File: src/verilog/seq_pkg.sv
// package: constants for the audio pwm reset and power sequencer
// assumes a 100 MHz master clock; all times except the recovery limits in ms are converted to cycles here
package seq_pkg;
   // ----------------------------------------
   // clock
   // ----------------------------------------
   localparam int CLK_MHZ = 100;
   // ----------------------------------------
   // timing figures in their own units
   // ----------------------------------------
   localparam int RESET_MIN_NS = 400;
   localparam int FAULT_MIN_NS = 350;
   localparam int CTRL_READY_MS = 3;
   localparam int HOLD_LOW_MAX_NS = 370;
   localparam int RECOVER_MIN_MS = 1;
   localparam int RECOVER_MAX_MS = 10;
   localparam int PDN_PRE_CLKS = 5;
   // ----------------------------------------
   // derived cycle counts (least times round up)
   // ----------------------------------------
   localparam int RESET_MIN_CYC = (RESET_MIN_NS * CLK_MHZ + 999) / 1000;
   localparam int FAULT_MIN_CYC = (FAULT_MIN_NS * CLK_MHZ + 999) / 1000;
   localparam int HOLD_LOW_MAX_CYC = (HOLD_LOW_MAX_NS * CLK_MHZ) / 1000;
   localparam int CTRL_READY_CYC = CTRL_READY_MS * 1000 * CLK_MHZ;
   localparam int MS_CYC = 1000 * CLK_MHZ;
   // ----------------------------------------
   // reset values
   // ----------------------------------------
   localparam logic [3:0] RECOVER_MS_RST = 4'h1;
   localparam logic [7:0] VOLUME_RST = 8'h00;
   // ----------------------------------------
   // sequencer states
   // ----------------------------------------
   typedef enum logic [2:0] {
      ST_HOLD,
      ST_WAIT_CTRL,
      ST_WAIT_RATE,
      ST_WAIT_VOL,
      ST_RUN,
      ST_RECOVER
   } seq_state_e;
endpackage

File: src/verilog/audio_pwm_reset_sequencer.sv
// audio_pwm_reset_sequencer: start-up, power-down, fault recovery and mute ramp
// assumes all inputs are synchronous to clk_i; rst_i is the hardware reset pin
`timescale 1ns/1ps
module audio_pwm_reset_sequencer #(
   parameter int CTRL_READY_CYCLES = seq_pkg::CTRL_READY_CYC,
   parameter int MS_CYCLES = seq_pkg::MS_CYC,
   parameter int RATE_LOCK_EDGES = 4
) (
   // clock and reset
   input wire logic clk_i,
   input wire logic rst_i,
   // system controller pins
   input wire logic power_down_request_i,
   input wire logic mute_i,
   input wire logic power_stage_fault_in_i,
   // audio frame clock sampled for rate detection
   input wire logic lrclk_i,
   // control port side
   input wire logic vol_cmd_i,
   input wire logic [7:0] vol_level_i,
   input wire logic [3:0] recover_ms_i,
   input wire logic [7:0] slew_step_cyc_i,
   // status and outputs
   output logic ctrl_ready_o,
   output logic rate_valid_o,
   output logic [15:0] frame_period_o,
   output logic hold_state_n_o,
   output logic pwm_enable_o,
   output logic [7:0] volume_o
);
   // ----------------------------------------
   // declarations
   // ----------------------------------------
   seq_pkg::seq_state_e state_reg;
   logic [31:0] ctr_reg;
   logic [3:0] rec_ms_reg;
   logic [31:0] rec_cyc;
   logic [15:0] per_cnt_reg;
   logic [15:0] per_last_reg;
   logic [3:0] lock_reg;
   logic lr_q_reg;
   logic lr_rise;
   logic [7:0] target_reg;
   logic [7:0] vol_reg;
   logic [7:0] slew_reg;
   logic [7:0] mute_tgt;
   logic quiet;
   logic fault_seen;
   logic [7:0] fault_cnt_reg;

   assign lr_rise = lrclk_i & ~lr_q_reg;
   assign quiet = rst_i | power_down_request_i;
   assign rec_cyc = 32'(rec_ms_reg) * 32'(MS_CYCLES);
   // fault must stand long enough to be trusted
   assign fault_seen = power_stage_fault_in_i && (fault_cnt_reg >= 8'(seq_pkg::FAULT_MIN_CYC - 1));

   // ----------------------------------------
   // fault pulse width filter
   // ----------------------------------------
   always_ff @(posedge clk_i) begin
      if (rst_i || !power_stage_fault_in_i) begin
         fault_cnt_reg <= 8'h00;
      end else if (!fault_seen) begin
         fault_cnt_reg <= fault_cnt_reg + 8'h01;
      end
   end

   // ----------------------------------------
   // rate detection from frame clock
   // ----------------------------------------
   // period measured in master clocks; locks after several equal periods
   always_ff @(posedge clk_i) begin
      if (quiet) begin
         lr_q_reg <= 1'b0;
         per_cnt_reg <= 16'h0000;
         per_last_reg <= 16'h0000;
         lock_reg <= 4'h0;
      end else begin
         lr_q_reg <= lrclk_i;
         if (lr_rise) begin
            per_cnt_reg <= 16'h0001;
            per_last_reg <= per_cnt_reg;
            if (per_cnt_reg == per_last_reg && per_cnt_reg != 16'h0000) begin
               if (lock_reg != 4'(RATE_LOCK_EDGES)) begin
                  lock_reg <= lock_reg + 4'h1;
               end
            end else begin
               lock_reg <= 4'h0; // period changed: relock
            end
         end else if (per_cnt_reg != 16'hffff) begin
            per_cnt_reg <= per_cnt_reg + 16'h0001;
         end
      end
   end
   assign rate_valid_o = (lock_reg == 4'(RATE_LOCK_EDGES));
   assign frame_period_o = per_last_reg;

   // ----------------------------------------
   // start-up and recovery sequencer
   // ----------------------------------------
   always_ff @(posedge clk_i) begin
      if (quiet) begin
         state_reg <= seq_pkg::ST_HOLD;
         ctr_reg <= 32'h0;
      end else begin
         case (state_reg)
            seq_pkg::ST_HOLD: begin
               state_reg <= seq_pkg::ST_WAIT_CTRL;
               ctr_reg <= 32'h0;
            end
            seq_pkg::ST_WAIT_CTRL: begin
               if (ctr_reg >= 32'(CTRL_READY_CYCLES - 1)) begin
                  state_reg <= seq_pkg::ST_WAIT_RATE;
               end else begin
                  ctr_reg <= ctr_reg + 32'h1;
               end
            end
            seq_pkg::ST_WAIT_RATE: begin
               if (rate_valid_o) begin
                  state_reg <= seq_pkg::ST_WAIT_VOL;
               end
            end
            seq_pkg::ST_WAIT_VOL: begin
               if (!rate_valid_o) begin
                  state_reg <= seq_pkg::ST_WAIT_RATE;
               end else if (vol_cmd_i) begin
                  state_reg <= seq_pkg::ST_RUN;
               end
            end
            seq_pkg::ST_RUN: begin
               if (fault_seen) begin
                  state_reg <= seq_pkg::ST_RECOVER;
                  ctr_reg <= 32'h0;
               end
            end
            seq_pkg::ST_RECOVER: begin
               if (fault_seen) begin
                  ctr_reg <= 32'h0; // fault still present: restart interval
               end else if (ctr_reg >= rec_cyc - 32'h1) begin
                  state_reg <= seq_pkg::ST_RUN;
               end else begin
                  ctr_reg <= ctr_reg + 32'h1;
               end
            end
            default: state_reg <= seq_pkg::ST_HOLD;
         endcase
      end
   end

   // ----------------------------------------
   // recovery interval, clamped to 1..10 ms
   // ----------------------------------------
   always_ff @(posedge clk_i) begin
      if (rst_i) begin
         rec_ms_reg <= seq_pkg::RECOVER_MS_RST;
      end else if (recover_ms_i < 4'(seq_pkg::RECOVER_MIN_MS)) begin
         rec_ms_reg <= 4'(seq_pkg::RECOVER_MIN_MS);
      end else if (recover_ms_i > 4'(seq_pkg::RECOVER_MAX_MS)) begin
         rec_ms_reg <= 4'(seq_pkg::RECOVER_MAX_MS);
      end else begin
         rec_ms_reg <= recover_ms_i;
      end
   end

   // ----------------------------------------
   // outputs driven from state
   // ----------------------------------------
   // hold is combinational on quiet so it falls within one cycle
   assign hold_state_n_o = !quiet && (state_reg == seq_pkg::ST_RUN);
   assign pwm_enable_o = hold_state_n_o;
   assign ctrl_ready_o = !quiet && (state_reg != seq_pkg::ST_HOLD) && (state_reg != seq_pkg::ST_WAIT_CTRL);

   // ----------------------------------------
   // volume ramp toward master volume or mute
   // ----------------------------------------
   // one step per slew_step_cyc_i+1 clocks; never jumps
   assign mute_tgt = mute_i ? 8'h00 : target_reg;
   always_ff @(posedge clk_i) begin
      if (rst_i) begin
         target_reg <= seq_pkg::VOLUME_RST;
         vol_reg <= seq_pkg::VOLUME_RST;
         slew_reg <= 8'h00;
      end else begin
         if (vol_cmd_i) begin
            target_reg <= vol_level_i;
         end
         if (vol_reg == mute_tgt || slew_reg < slew_step_cyc_i) begin
            slew_reg <= (vol_reg == mute_tgt) ? 8'h00 : slew_reg + 8'h01;
         end else begin
            slew_reg <= 8'h00;
            vol_reg <= (vol_reg < mute_tgt) ? vol_reg + 8'h01 : vol_reg - 8'h01;
         end
      end
   end
   assign volume_o = vol_reg;

   // ----------------------------------------
   // assertions
   // ----------------------------------------
   chk_hold_quiet_low: assert property (@(posedge clk_i) quiet |-> !hold_state_n_o)
      else $error("hold high during reset or power-down");
   chk_pdn_hold_fall: assert property (@(posedge clk_i) disable iff (rst_i)
      $rose(power_down_request_i) |-> !hold_state_n_o [*3])
      else $error("hold not low after power-down");
   chk_run_needs_vol: assert property (@(posedge clk_i) disable iff (rst_i)
      (state_reg == seq_pkg::ST_WAIT_VOL) && !vol_cmd_i |=> state_reg != seq_pkg::ST_RUN)
      else $error("run without volume command");
   chk_vol_one_step: assert property (@(posedge clk_i) disable iff (rst_i)
      (vol_reg - $past(vol_reg) == 8'h01) || ($past(vol_reg) - vol_reg == 8'h01) ||
      (vol_reg == $past(vol_reg)))
      else $error("volume stepped by more than one");
   chk_fault_stops_pwm: assert property (@(posedge clk_i) disable iff (quiet)
      (state_reg == seq_pkg::ST_RUN) && fault_seen |=> !pwm_enable_o [*2])
      else $error("pwm kept after fault");
   chk_fault_filter: assert property (@(posedge clk_i) disable iff (rst_i)
      $rose(power_stage_fault_in_i) |-> !fault_seen)
      else $error("fault taken too early");
   chk_ctrl_wait: assert property (@(posedge clk_i) disable iff (quiet)
      (state_reg == seq_pkg::ST_WAIT_CTRL) |-> !ctrl_ready_o)
      else $error("control ready too early");
   chk_run_rate_lock: assert property (@(posedge clk_i) disable iff (quiet)
      $rose(state_reg == seq_pkg::ST_RUN) && $past(state_reg) == seq_pkg::ST_WAIT_VOL
      |-> $past(rate_valid_o))
      else $error("run without rate lock");
   cov_run: cover property (@(posedge clk_i) $rose(hold_state_n_o));
   cov_recover: cover property (@(posedge clk_i) state_reg == seq_pkg::ST_RECOVER ##1 state_reg == seq_pkg::ST_RUN);
   cov_mute: cover property (@(posedge clk_i) mute_i && vol_reg == 8'h00);
endmodule

File: config.mk
export PLATFORM = sky130hd
export DESIGN_NAME = audio_pwm_reset_sequencer
export DESIGN_NICKNAME = d
export VERILOG_FILES = /design/src/verilog/seq_pkg.sv /design/src/verilog/audio_pwm_reset_sequencer.sv
export SDC_FILE = /design/constraint.sdc
export NUM_CORES = 1
export LEC_CHECK = 0
export BUFFER_PORTS_ARGS = -buffer_cell sky130_fd_sc_hd__buf_4
export CAP_MARGIN = 30
export CORE_MARGIN = 4
export CORE_UTILIZATION = 56
export CTS_BUF_LIST = sky130_fd_sc_hd__clkbuf_16
export DETAILED_ROUTE_END_ITERATION = 8
export PLACE_DENSITY = 0.83
export SKIP_CTS_REPAIR_TIMING = 1
export SYNTH_ARGS = -nofsm -noshare
export SYNTH_HDL_FRONTEND = slang
export SYNTH_SLANG_ARGS = --single-unit
export TNS_END_PERCENT = 30
File: constraint.sdc
create_clock -name clk_i -period 12.7 [get_ports clk_i]
set_input_delay 0.635 -clock clk_i [delete_from_list [all_inputs] [get_ports clk_i]]
set_output_delay 0.635 -clock clk_i [all_outputs]
set_load 0.02 [all_outputs]
# After elaboration in Yosys (flattened, before gate mapping)
# Cells that the tools add are included.
# totals
ff_bits,108
input_bits,27
output_inout_bits,28
# classes
magnitude_cmp,7
n_mul,1
bitwise,4
muxes,20
addsub,8
n_eq_ne,20
reduce_logical,21
# op_table
op,n
32-bit 2-to-1 mux,4
32-bit one-hot mux with 4 select lines,1
32-bit by 1-bit adder with 32-bit output (second input constant),1
32-bit by 19-bit greater-or-equal comparator with 1-bit output (second input constant),1
32-bit greater-or-equal comparator,1
8-bit by 1-bit adder with 8-bit output (second input constant),3
21-bit by 1-bit subtractor with 22-bit output (second input constant),1
3-bit 2-to-1 mux,7
3-bit one-hot mux with 6 select lines,1
16-bit by 1-bit adder with 16-bit output (second input constant),1
16-bit equality test,1
8-bit < comparator,2
4-bit by 12-bit multiplier with 16-bit output (second input constant),1
8-bit 2-to-1 mux,2
16-bit inequality test (second input constant),1
16-bit nonzero test,1
4-bit 2-to-1 mux,3
2-bit inequality test (second input constant),6
8-bit equality test,1
8-bit by 6-bit greater-or-equal comparator with 1-bit output (second input constant),1
8-bit by 1-bit subtractor with 8-bit output (second input constant),1
3-bit by 2-bit equality test with 1-bit output (second input constant),2
3-bit equality test (second input constant),2
3-bit inequality test (second input constant),2
24 further kinds,34

# Longest topological paths before layout
# Gate-level depths: netlist of run 1.
# logic_depth
word_depth,6
ltp_mapped,22

# Worst setup path before layout of run 1
# Ideal clock, no wire load.
# synth_path
kind,register to register
start,register rec_ms_reg[2]
end,register ctr_reg[26]
arrival_ns,4.729
synth_period_minus_slack_ns,4.871
slack_ns,7.829
stages_incl_launch_ff,22
path_cell_list,dfxtp_1 -> inv_1 -> ha_1 -> inv_1 -> ha_1 -> ha_1 -> nor2_1 -> a2111oi_0 -> o21ai_0 -> nor2_1 -> o21ai_0 -> xnor2_1 -> nand4_1 -> ha_1 -> a21oi_1 -> nand2_1 -> a221oi_1 -> a31o_2 -> nand2_2 -> buf_2 -> a2111oi_1 -> o32ai_2
# synth_between
elab_chain_len,5
# synth_rtl
item,line_no,rtl
"start, declared",audio_pwm_reset_sequencer.sv:36,logic [3:0] rec_ms_reg;
"start signal, assigned",audio_pwm_reset_sequencer.sv:155,rec_ms_reg <= seq_pkg::RECOVER_MS_RST;
"start signal, assigned",audio_pwm_reset_sequencer.sv:157,rec_ms_reg <= 4'(seq_pkg::RECOVER_MIN_MS);
"start signal, assigned",audio_pwm_reset_sequencer.sv:159,rec_ms_reg <= 4'(seq_pkg::RECOVER_MAX_MS);
4-bit by 12-bit multiplier with 16-bit output,audio_pwm_reset_sequencer.sv:53,assign rec_cyc = 32'(rec_ms_reg) * 32'(MS_CYCLES);
21-bit by 1-bit subtractor with 22-bit output,audio_pwm_reset_sequencer.sv:139,end else if (ctr_reg >= rec_cyc - 32'h1) begin
32-bit greater-or-equal comparator,audio_pwm_reset_sequencer.sv:139,
3-bit inequality test (no source line),n/a,
4-bit AND reduction (no source line),n/a,
"end signal, assigned",audio_pwm_reset_sequencer.sv:115,ctr_reg <= ctr_reg + 32'h1;
"end signal, assigned",audio_pwm_reset_sequencer.sv:142,ctr_reg <= ctr_reg + 32'h1;
"end, declared",audio_pwm_reset_sequencer.sv:35,logic [31:0] ctr_reg;
# Every way passes these cells.
# A chain may end at the register's enable or synchronous reset.

# Worst setup path after layout of run 1
# layout_path
start,register rec_ms_reg[2]
end,register ctr_reg[15]
# The elaborated chain is that of the path after synthesis.

==> run summary, run 1 <==
Vias post-DR - 6622
Sw frac - 27.2%
LEAKAGE - 3.31 nW
RSZ-0062 raised after global routing - no
Async SR Flop Fraction - 0%
RR Startpoint - rec_ms_reg[2]
R2R depth - 20
Worst setup path startpoint - rec_ms_reg[2]
Clock root buffer - clkbuf_16
GPL Wtd Cong - 0.903
Boundary Pins - 55
CTS tree - yes
Crit path launch type - register
Final setup violating endpoints - 0
Post-route ant nets - 0
Layout area overhead - 10.5%
Sum Neg Setup Slack - 0 ns
Comb power frac - 12.8%
Sw power - 202 uW
Avg Inst Size Synth - 8.34 um2
Req. time, crit path - 12.93 ns
Mapped Cells - 881
CP arrival - 6.41 ns
Commonest non-fill, non-tap cells in the layout - dfxtp_1, nand2_1, nor2_1, ha_1, buf_4
Met3 wire length - 874 um
Congestion Overflow GR - 0
WL final - 16800 um
FF+latch count, synth - 108
First-pass GRT wire length - 28600 um
Net count, final - 1009
Clk buf depth - 2
Diode count - 0
Worst skew pair latency - 0.36 ns
R2R Setup Slk - 6.52 ns
Crit path capture - ctr_reg[15]
Die Ht - 123 um
Gr usage total - 22.8%
DRC viols - 0
FP Rows - 41
Worst reg2reg endpoint - ctr_reg[15]
Max VDD drop - 0.0711 mV
Cell Pwr Density - 91.6 nW/um2
Wl on met1 - 7580 um
Starting Density - 57.8%
Hold Path Class - reg -> reg
Final worst-path cycle share - 48.7%
Worst Max-Slew Pin Slew - 0.925 ns
Leading cell type in the layout, fill and taps excluded - dfxtp_1
Initial drt markers - 563
Fin Hold WS - 0.455 ns
Status - finished clean
Fin. Hold Viols - 0
Largest net degree at the start of global routing - 39
Initial antenna violation count - 0
Sequential-to-total area share from yosys stat - 29.4%
WL/cell - 15.5 um
Max_slew headroom - 38.3%
Layout cell share with drive strength beyond 1 - 12.4%
Top sig layer - met4
Crit Path Max Fanout - 24
Syn nets - 984
Core Box Area - 12700 um2
Vias in the first global route - 6193
Via/cell ratio - 6.11
First drt pass iteration count - 5
CTS Sinks - 108
Power, Total - 744 uW
Max cap viols - 0
Die X - 123 um
Slew Limit Fails - 0
Distinct cells, synth - 80
Post-synth EDFFs - 0
Dpl hpwl - 12100 um
Clock share of power - 40.4%
Max frequency - 162 MHz
CTS buffer count - 9
Setup CP Type - reg -> reg
Die area - 15000 um2
Yosys warnings - 0
Sequential share of power - 46.8%
H-Tree Depth - 3
Minimum clock period after layout - 6.18 ns
Mapped cell area - 7350 um2
Worst clock skew - 0.0109 ns
Max reg flops - 32
P_int - 541 uW
Routed met2 length - 8080 um
Top FF cell, synth - dfxtp_1
Setup crit end kind - register
Clk slew on worst S/H paths - 0.08 ns
I/O Buffers - 54
final cells by class:
class | count | area (um2)
inverters | 34 | 128
flip-flops and latches | 108 | 2160
multi-input cells | 695 | 4870
clock buffers | 9 | 225
clock inverters | 7 | 88.8
well taps | 172 | 215
repair buffers | 58 | 435
fillers | 1104 | 4600
power groups by stage:
stage	clock, mW	sequential [mW]	combinational, mW
after floorplan	0	0.354	0.0720
after global routing	0.318	0.348	0.107
final	0.301	0.348	0.0953
after global placement	0	0.355	0.0918
after CTS	0.306	0.348	0.0953
after detailed placement	0	0.356	0.0943
metal layers:
layer,track usage (%),vias to the layer above
li1,-,3261
met1,30.5,3128
met2,38.4,203
met3,3.55,30
met4,6.30,0
met5,0,-
through the flow:
step                      worst slack, ns  std cells  utilization [%]  area [um2]
after CTS                            6.62       1083             63.8        8120
after global placement               6.82       1067             61.4        7810
final                                6.52       1083             63.8        8120
after global routing                 5.94       1083             63.8        8120
after floorplan                      7.83        881                -        7350
after detailed placement             6.63       1067             61.4        7810
synthesized netlist by cell type (all sizes together), types with 4 or more instances:
| master | count | area share (%) |
|---|---|---|
| dfxtp | 108 | 29 |
| nand2 | 85 | 4.4 |
| nor2 | 77 | 4.0 |
| ha | 75 | 13 |
| a21oi | 51 | 3.5 |
| nand3 | 36 | 2.5 |
| xnor2 | 35 | 4.2 |
| inv | 34 | 1.7 |
| xor2 | 34 | 4.1 |
| clkbuf | 32 | 1.6 |
| o21ai | 32 | 2.2 |
| nand4 | 30 | 2.6 |
| nand2b | 22 | 1.9 |
| nor3 | 19 | 1.6 |
| nor4 | 17 | 1.8 |
| mux2i | 15 | 2.0 |
| o311ai | 13 | 1.5 |
| o31ai | 13 | 1.9 |
| and3 | 12 | 1.0 |
| buf | 12 | 1.0 |
| o211ai | 11 | 1.1 |
| a31oi | 10 | 0.85 |
| and2 | 10 | 0.85 |
| a21o | 9 | 0.92 |
| or3 | 7 | 0.60 |
| a2111oi | 6 | 0.82 |
| and4 | 6 | 0.75 |
| or2 | 6 | 0.51 |
| a211oi | 5 | 0.51 |
| nor2b | 5 | 0.43 |
| o21bai | 4 | 0.46 |
| o22ai | 4 | 0.34 |
| o32ai | 4 | 0.58 |
| o41ai | 4 | 0.58 |
critical path, cell delays in order (launching register included):
cell and delay [ns]:
dfxtp_1 0.45, inv_1 0.07, ha_1 0.27, inv_1 0.04, ha_1 0.35, ha_1 0.37
nor2_1 0.07, a2111oi_0 0.41, o21ai_0 0.24, nor2_1 0.14, o21ai_0 0.10, xnor2_1 0.28
nand4_1 0.49, ha_1 0.52, nand4_1 0.17, nor4_1 0.46, o2111ai_2 0.20, nand2_2 0.43
or2_1 0.52, buf_4 0.36, o32ai_1 0.12
how the worst min path moves through the flow:
stage,start,slack [ns],cells after the start,end
4_1_cts,recover_ms_i[3],0.45,2,rec_ms_reg[2]
3_5_place_dp,fault_cnt_reg[7],0.44,2,fault_cnt_reg[7]
5_1_grt,recover_ms_i[3],0.47,2,rec_ms_reg[2]
3_3_place_gp,fault_cnt_reg[7],0.44,2,fault_cnt_reg[7]
6_report,fault_cnt_reg[7],0.45,2,fault_cnt_reg[7]
2_1_floorplan,fault_cnt_reg[7],0.42,2,fault_cnt_reg[7]
cell families (layout without fill, tap and decap cells):
kind of cell	after synthesis	count (layout)	share of synthesized area (%)
AO/OA/AOI/OAI	190	190	18.3
XOR/XNOR	69	69	8.22
adder cells (fa/ha/maj)	77	77	13.2
buffers and inverters	78	108	4.39
flip-flops	108	108	29.4
multiplexers	15	15	2.04
AND/OR/NAND/NOR	344	344	24.4
No activity file was read; power rests on OpenSTA's default activity.
==> run 2: changes to the inputs <==
--- a/config.mk
+++ b/config.mk
@@ -8,10 +8,10 @@
 export BUFFER_PORTS_ARGS = -buffer_cell sky130_fd_sc_hd__buf_4
 export CAP_MARGIN = 30
 export CORE_MARGIN = 4
-export CORE_UTILIZATION = 56
+export CORE_UTILIZATION = 55
 export CTS_BUF_LIST = sky130_fd_sc_hd__clkbuf_16
 export DETAILED_ROUTE_END_ITERATION = 8
-export PLACE_DENSITY = 0.83
+export PLACE_DENSITY = 0.85
 export SKIP_CTS_REPAIR_TIMING = 1
 export SYNTH_ARGS = -nofsm -noshare
 export SYNTH_HDL_FRONTEND = slang
==> constraint.sdc (replaced) <==
create_clock -name clk_i -period 5.3 [get_ports clk_i]
set_input_delay 0.265 -clock clk_i [delete_from_list [all_inputs] [get_ports clk_i]]
set_output_delay 0.265 -clock clk_i [all_outputs]
set_load 0.02 [all_outputs]
==> run summary, run 2 (synthesized netlist as in run 1, its figures left out) <==
Status - finished clean
Hold Path Class - in -> reg
Final worst-path cycle share - 93.5% (+45 points)
Max frequency - 202 MHz (+25%)
Worst skew pair latency - 0.35 ns (about the same)
Multi-input logic area - 4930 um2 (+1.4%)
Final instance area - 8220 um2 (+1.2%)
CTS Sinks - 108 (unchanged)
Setup crit end kind - register
Layout area overhead - 11.9%
Vias post-DR - 6721 (+1.5%)
Top sig layer - met4
Peak per-stage delay on the critical path - 0.37 ns (-0.15 ns)
Diode count - 0 (unchanged)
FP Rows - 41 (unchanged)
Max VDD drop - 0.132 mV (+85%)
Worst clock skew - 0.00738 ns (-0.00351 ns)
Wl on met1 - 7750 um (+2.2%)
I/O Buffers - 54 (unchanged)
Area occupied by registers - 2160 um2 (unchanged)
Worst path buffer plus inverter count - 2 (-1)
Boundary Pins - 55 (unchanged)
Gr usage total - 22.9% (+0.076 points)
CTS buffer count - 9 (unchanged)
Fillers - 1065 (-3.5%)
Worst path most repeated cell - ha_1
Fin. Hold Viols - 0 (unchanged)
Via/cell ratio - 6.17 (+0.84%)
CP arrival - 5.21 ns (-1.20 ns)
GPL Wtd Cong - 0.963 (+6.6%)
Clk slew on worst S/H paths - 0.07 ns (about the same)
Slew Limit Fails - 0 (unchanged)
Layout cell share with drive strength beyond 1 - 13.8% (+1.4 points)
WL/cell - 15.8 um (+1.8%)
Setup CP Type - reg -> reg
First-pass GRT wire length - 29000 um (+1.3%)
Req. time, crit path - 5.55 ns (-7.38 ns)
CTS tree - yes
Critical-path top delay cell - dfxtp_1
Worst Max-Slew Pin Slew - 1.01 ns (+0.0846 ns)
Core Box Area - 12800 um2 (+0.81%)
WL final - 17200 um (+2.5%)
Max cap viols - 0 (unchanged)
Crit-path leading delay family - compound AO/OA/AOI/OAI gates
LEAKAGE - 3.36 nW (+1.7%)
Sequence of cells on the critical path - ha_1 > xor2_1 > ha_1 > a21o_1 > ha_2 > nand3_2 > a2111oi_4 > o21ai_2 > nor2_1 > o21ai_0 > xnor2_1 > nand4_1 > buf_4 > ha_1 > a21oi_1 > nand2_1 > a221oi_2 > a31o_2 > nand2_4 > or2_1 > buf_4 > o32ai_1
Cell Pwr Density - 212 nW/um2 (+130%)
Initial antenna violation count - 0 (unchanged)
Die area - 15300 um2 (+1.7%)
Vias in the first global route - 6226 (+0.53%)
Met3 wire length - 1280 um (+46%)
Clock root buffer - clkbuf_16
Routed met2 length - 7890 um (-2.4%)
Die X - 124 um (+0.84%)
Area after DPL - 7840 um2 (+0.38%)
Clk buf depth - 2 (unchanged)
Leading cell type in the layout, fill and taps excluded - dfxtp_1
Max_slew headroom - 32.6% (-5.7 points)
First drt pass iteration count - 6 (+1)
Net count, final - 1016 (+0.69%)
Minimum clock period after layout - 4.96 ns (-1.22 ns)
Die Ht - 124 um (+0.84%)
Crit Path Max Fanout - 15 (-38%)
Commonest non-fill, non-tap cells in the layout - dfxtp_1, nand2_1, nor2_1, ha_1, buf_4
DRC viols - 0 (unchanged)
Final setup violating endpoints - 0 (unchanged)
H-Tree Depth - 3 (unchanged)
Initial drt markers - 688 (+22%)
Max reg flops - 32 (unchanged)
Congestion Overflow GR - 0 (unchanged)
Dpl hpwl - 12300 um (+1.4%)
Power, Total - 1.74 mW (+130%)
Crit path launch type - register
Post-route ant nets - 0 (unchanged)
Largest net degree at the start of global routing - 30 (-23%)
Starting Density - 57.3% (-0.46 points)
run 2: cell types whose count changed in the layout (fill, tap and decap cells not counted), sizes merged:
cell	previous run	this run
buf	58	65
clkinv	1	4
clkinvlp	1	0
inv	38	36
run 2: routing by layer:
| metal | track usage (%) | vias to the layer above |
|---|---|---|
| li1 | - | 3276 |
| met1 | 31.0 | 3133 |
| met2 | 36.4 | 274 |
| met3 | 5.86 | 38 |
| met4 | 6.30 | 0 |
| met5 | 0 | - |
run 2: cell type report:
type | instances | area share, %
sequential | 108 | 26.3
timing repair buffer | 65 | 5.98
inverter | 34 | 1.55
multi-input combinational | 695 | 60.0
tap | 172 | 2.62
clock buffer | 9 | 2.74
clock inverter | 7 | 0.807
run 2: through the flow:
step	instances	setup TNS, ns	utilization [%]	hold WS (ns)	worst slack, ns
2_1_floorplan	881	0	-	0.341	0.429
3_3_place_gp	1071	0	61.1	0.436	0.285
3_5_place_dp	1071	0	61.1	0.441	0.138
4_1_cts	1087	0	63.4	0.0843	0.110
5_1_grt	1090	-0.0157	64.1	0.0896	-0.00647
6_report	1090	0	64.1	0.0888	0.343
run 2: final timing paths:
kind	from	to	slack, ns	cells past startpoint
worst max register to register	rec_ms_reg[1]	ctr_reg[29]	0.34	22
worst min register to register	fault_cnt_reg[7]	fault_cnt_reg[7]	0.45	2
worst max-delay path	rec_ms_reg[1]	ctr_reg[29]	0.34	22
worst min-delay path	recover_ms_i[3]	rec_ms_reg[2]	0.09	2
run 2: power by group:
group,switching (mW),internal [mW],total (mW)
logic,0.139,0.0995,0.238
clock network,0.307,0.365,0.672
registers,0.0117,0.821,0.833
total,0.457,1.29,1.74
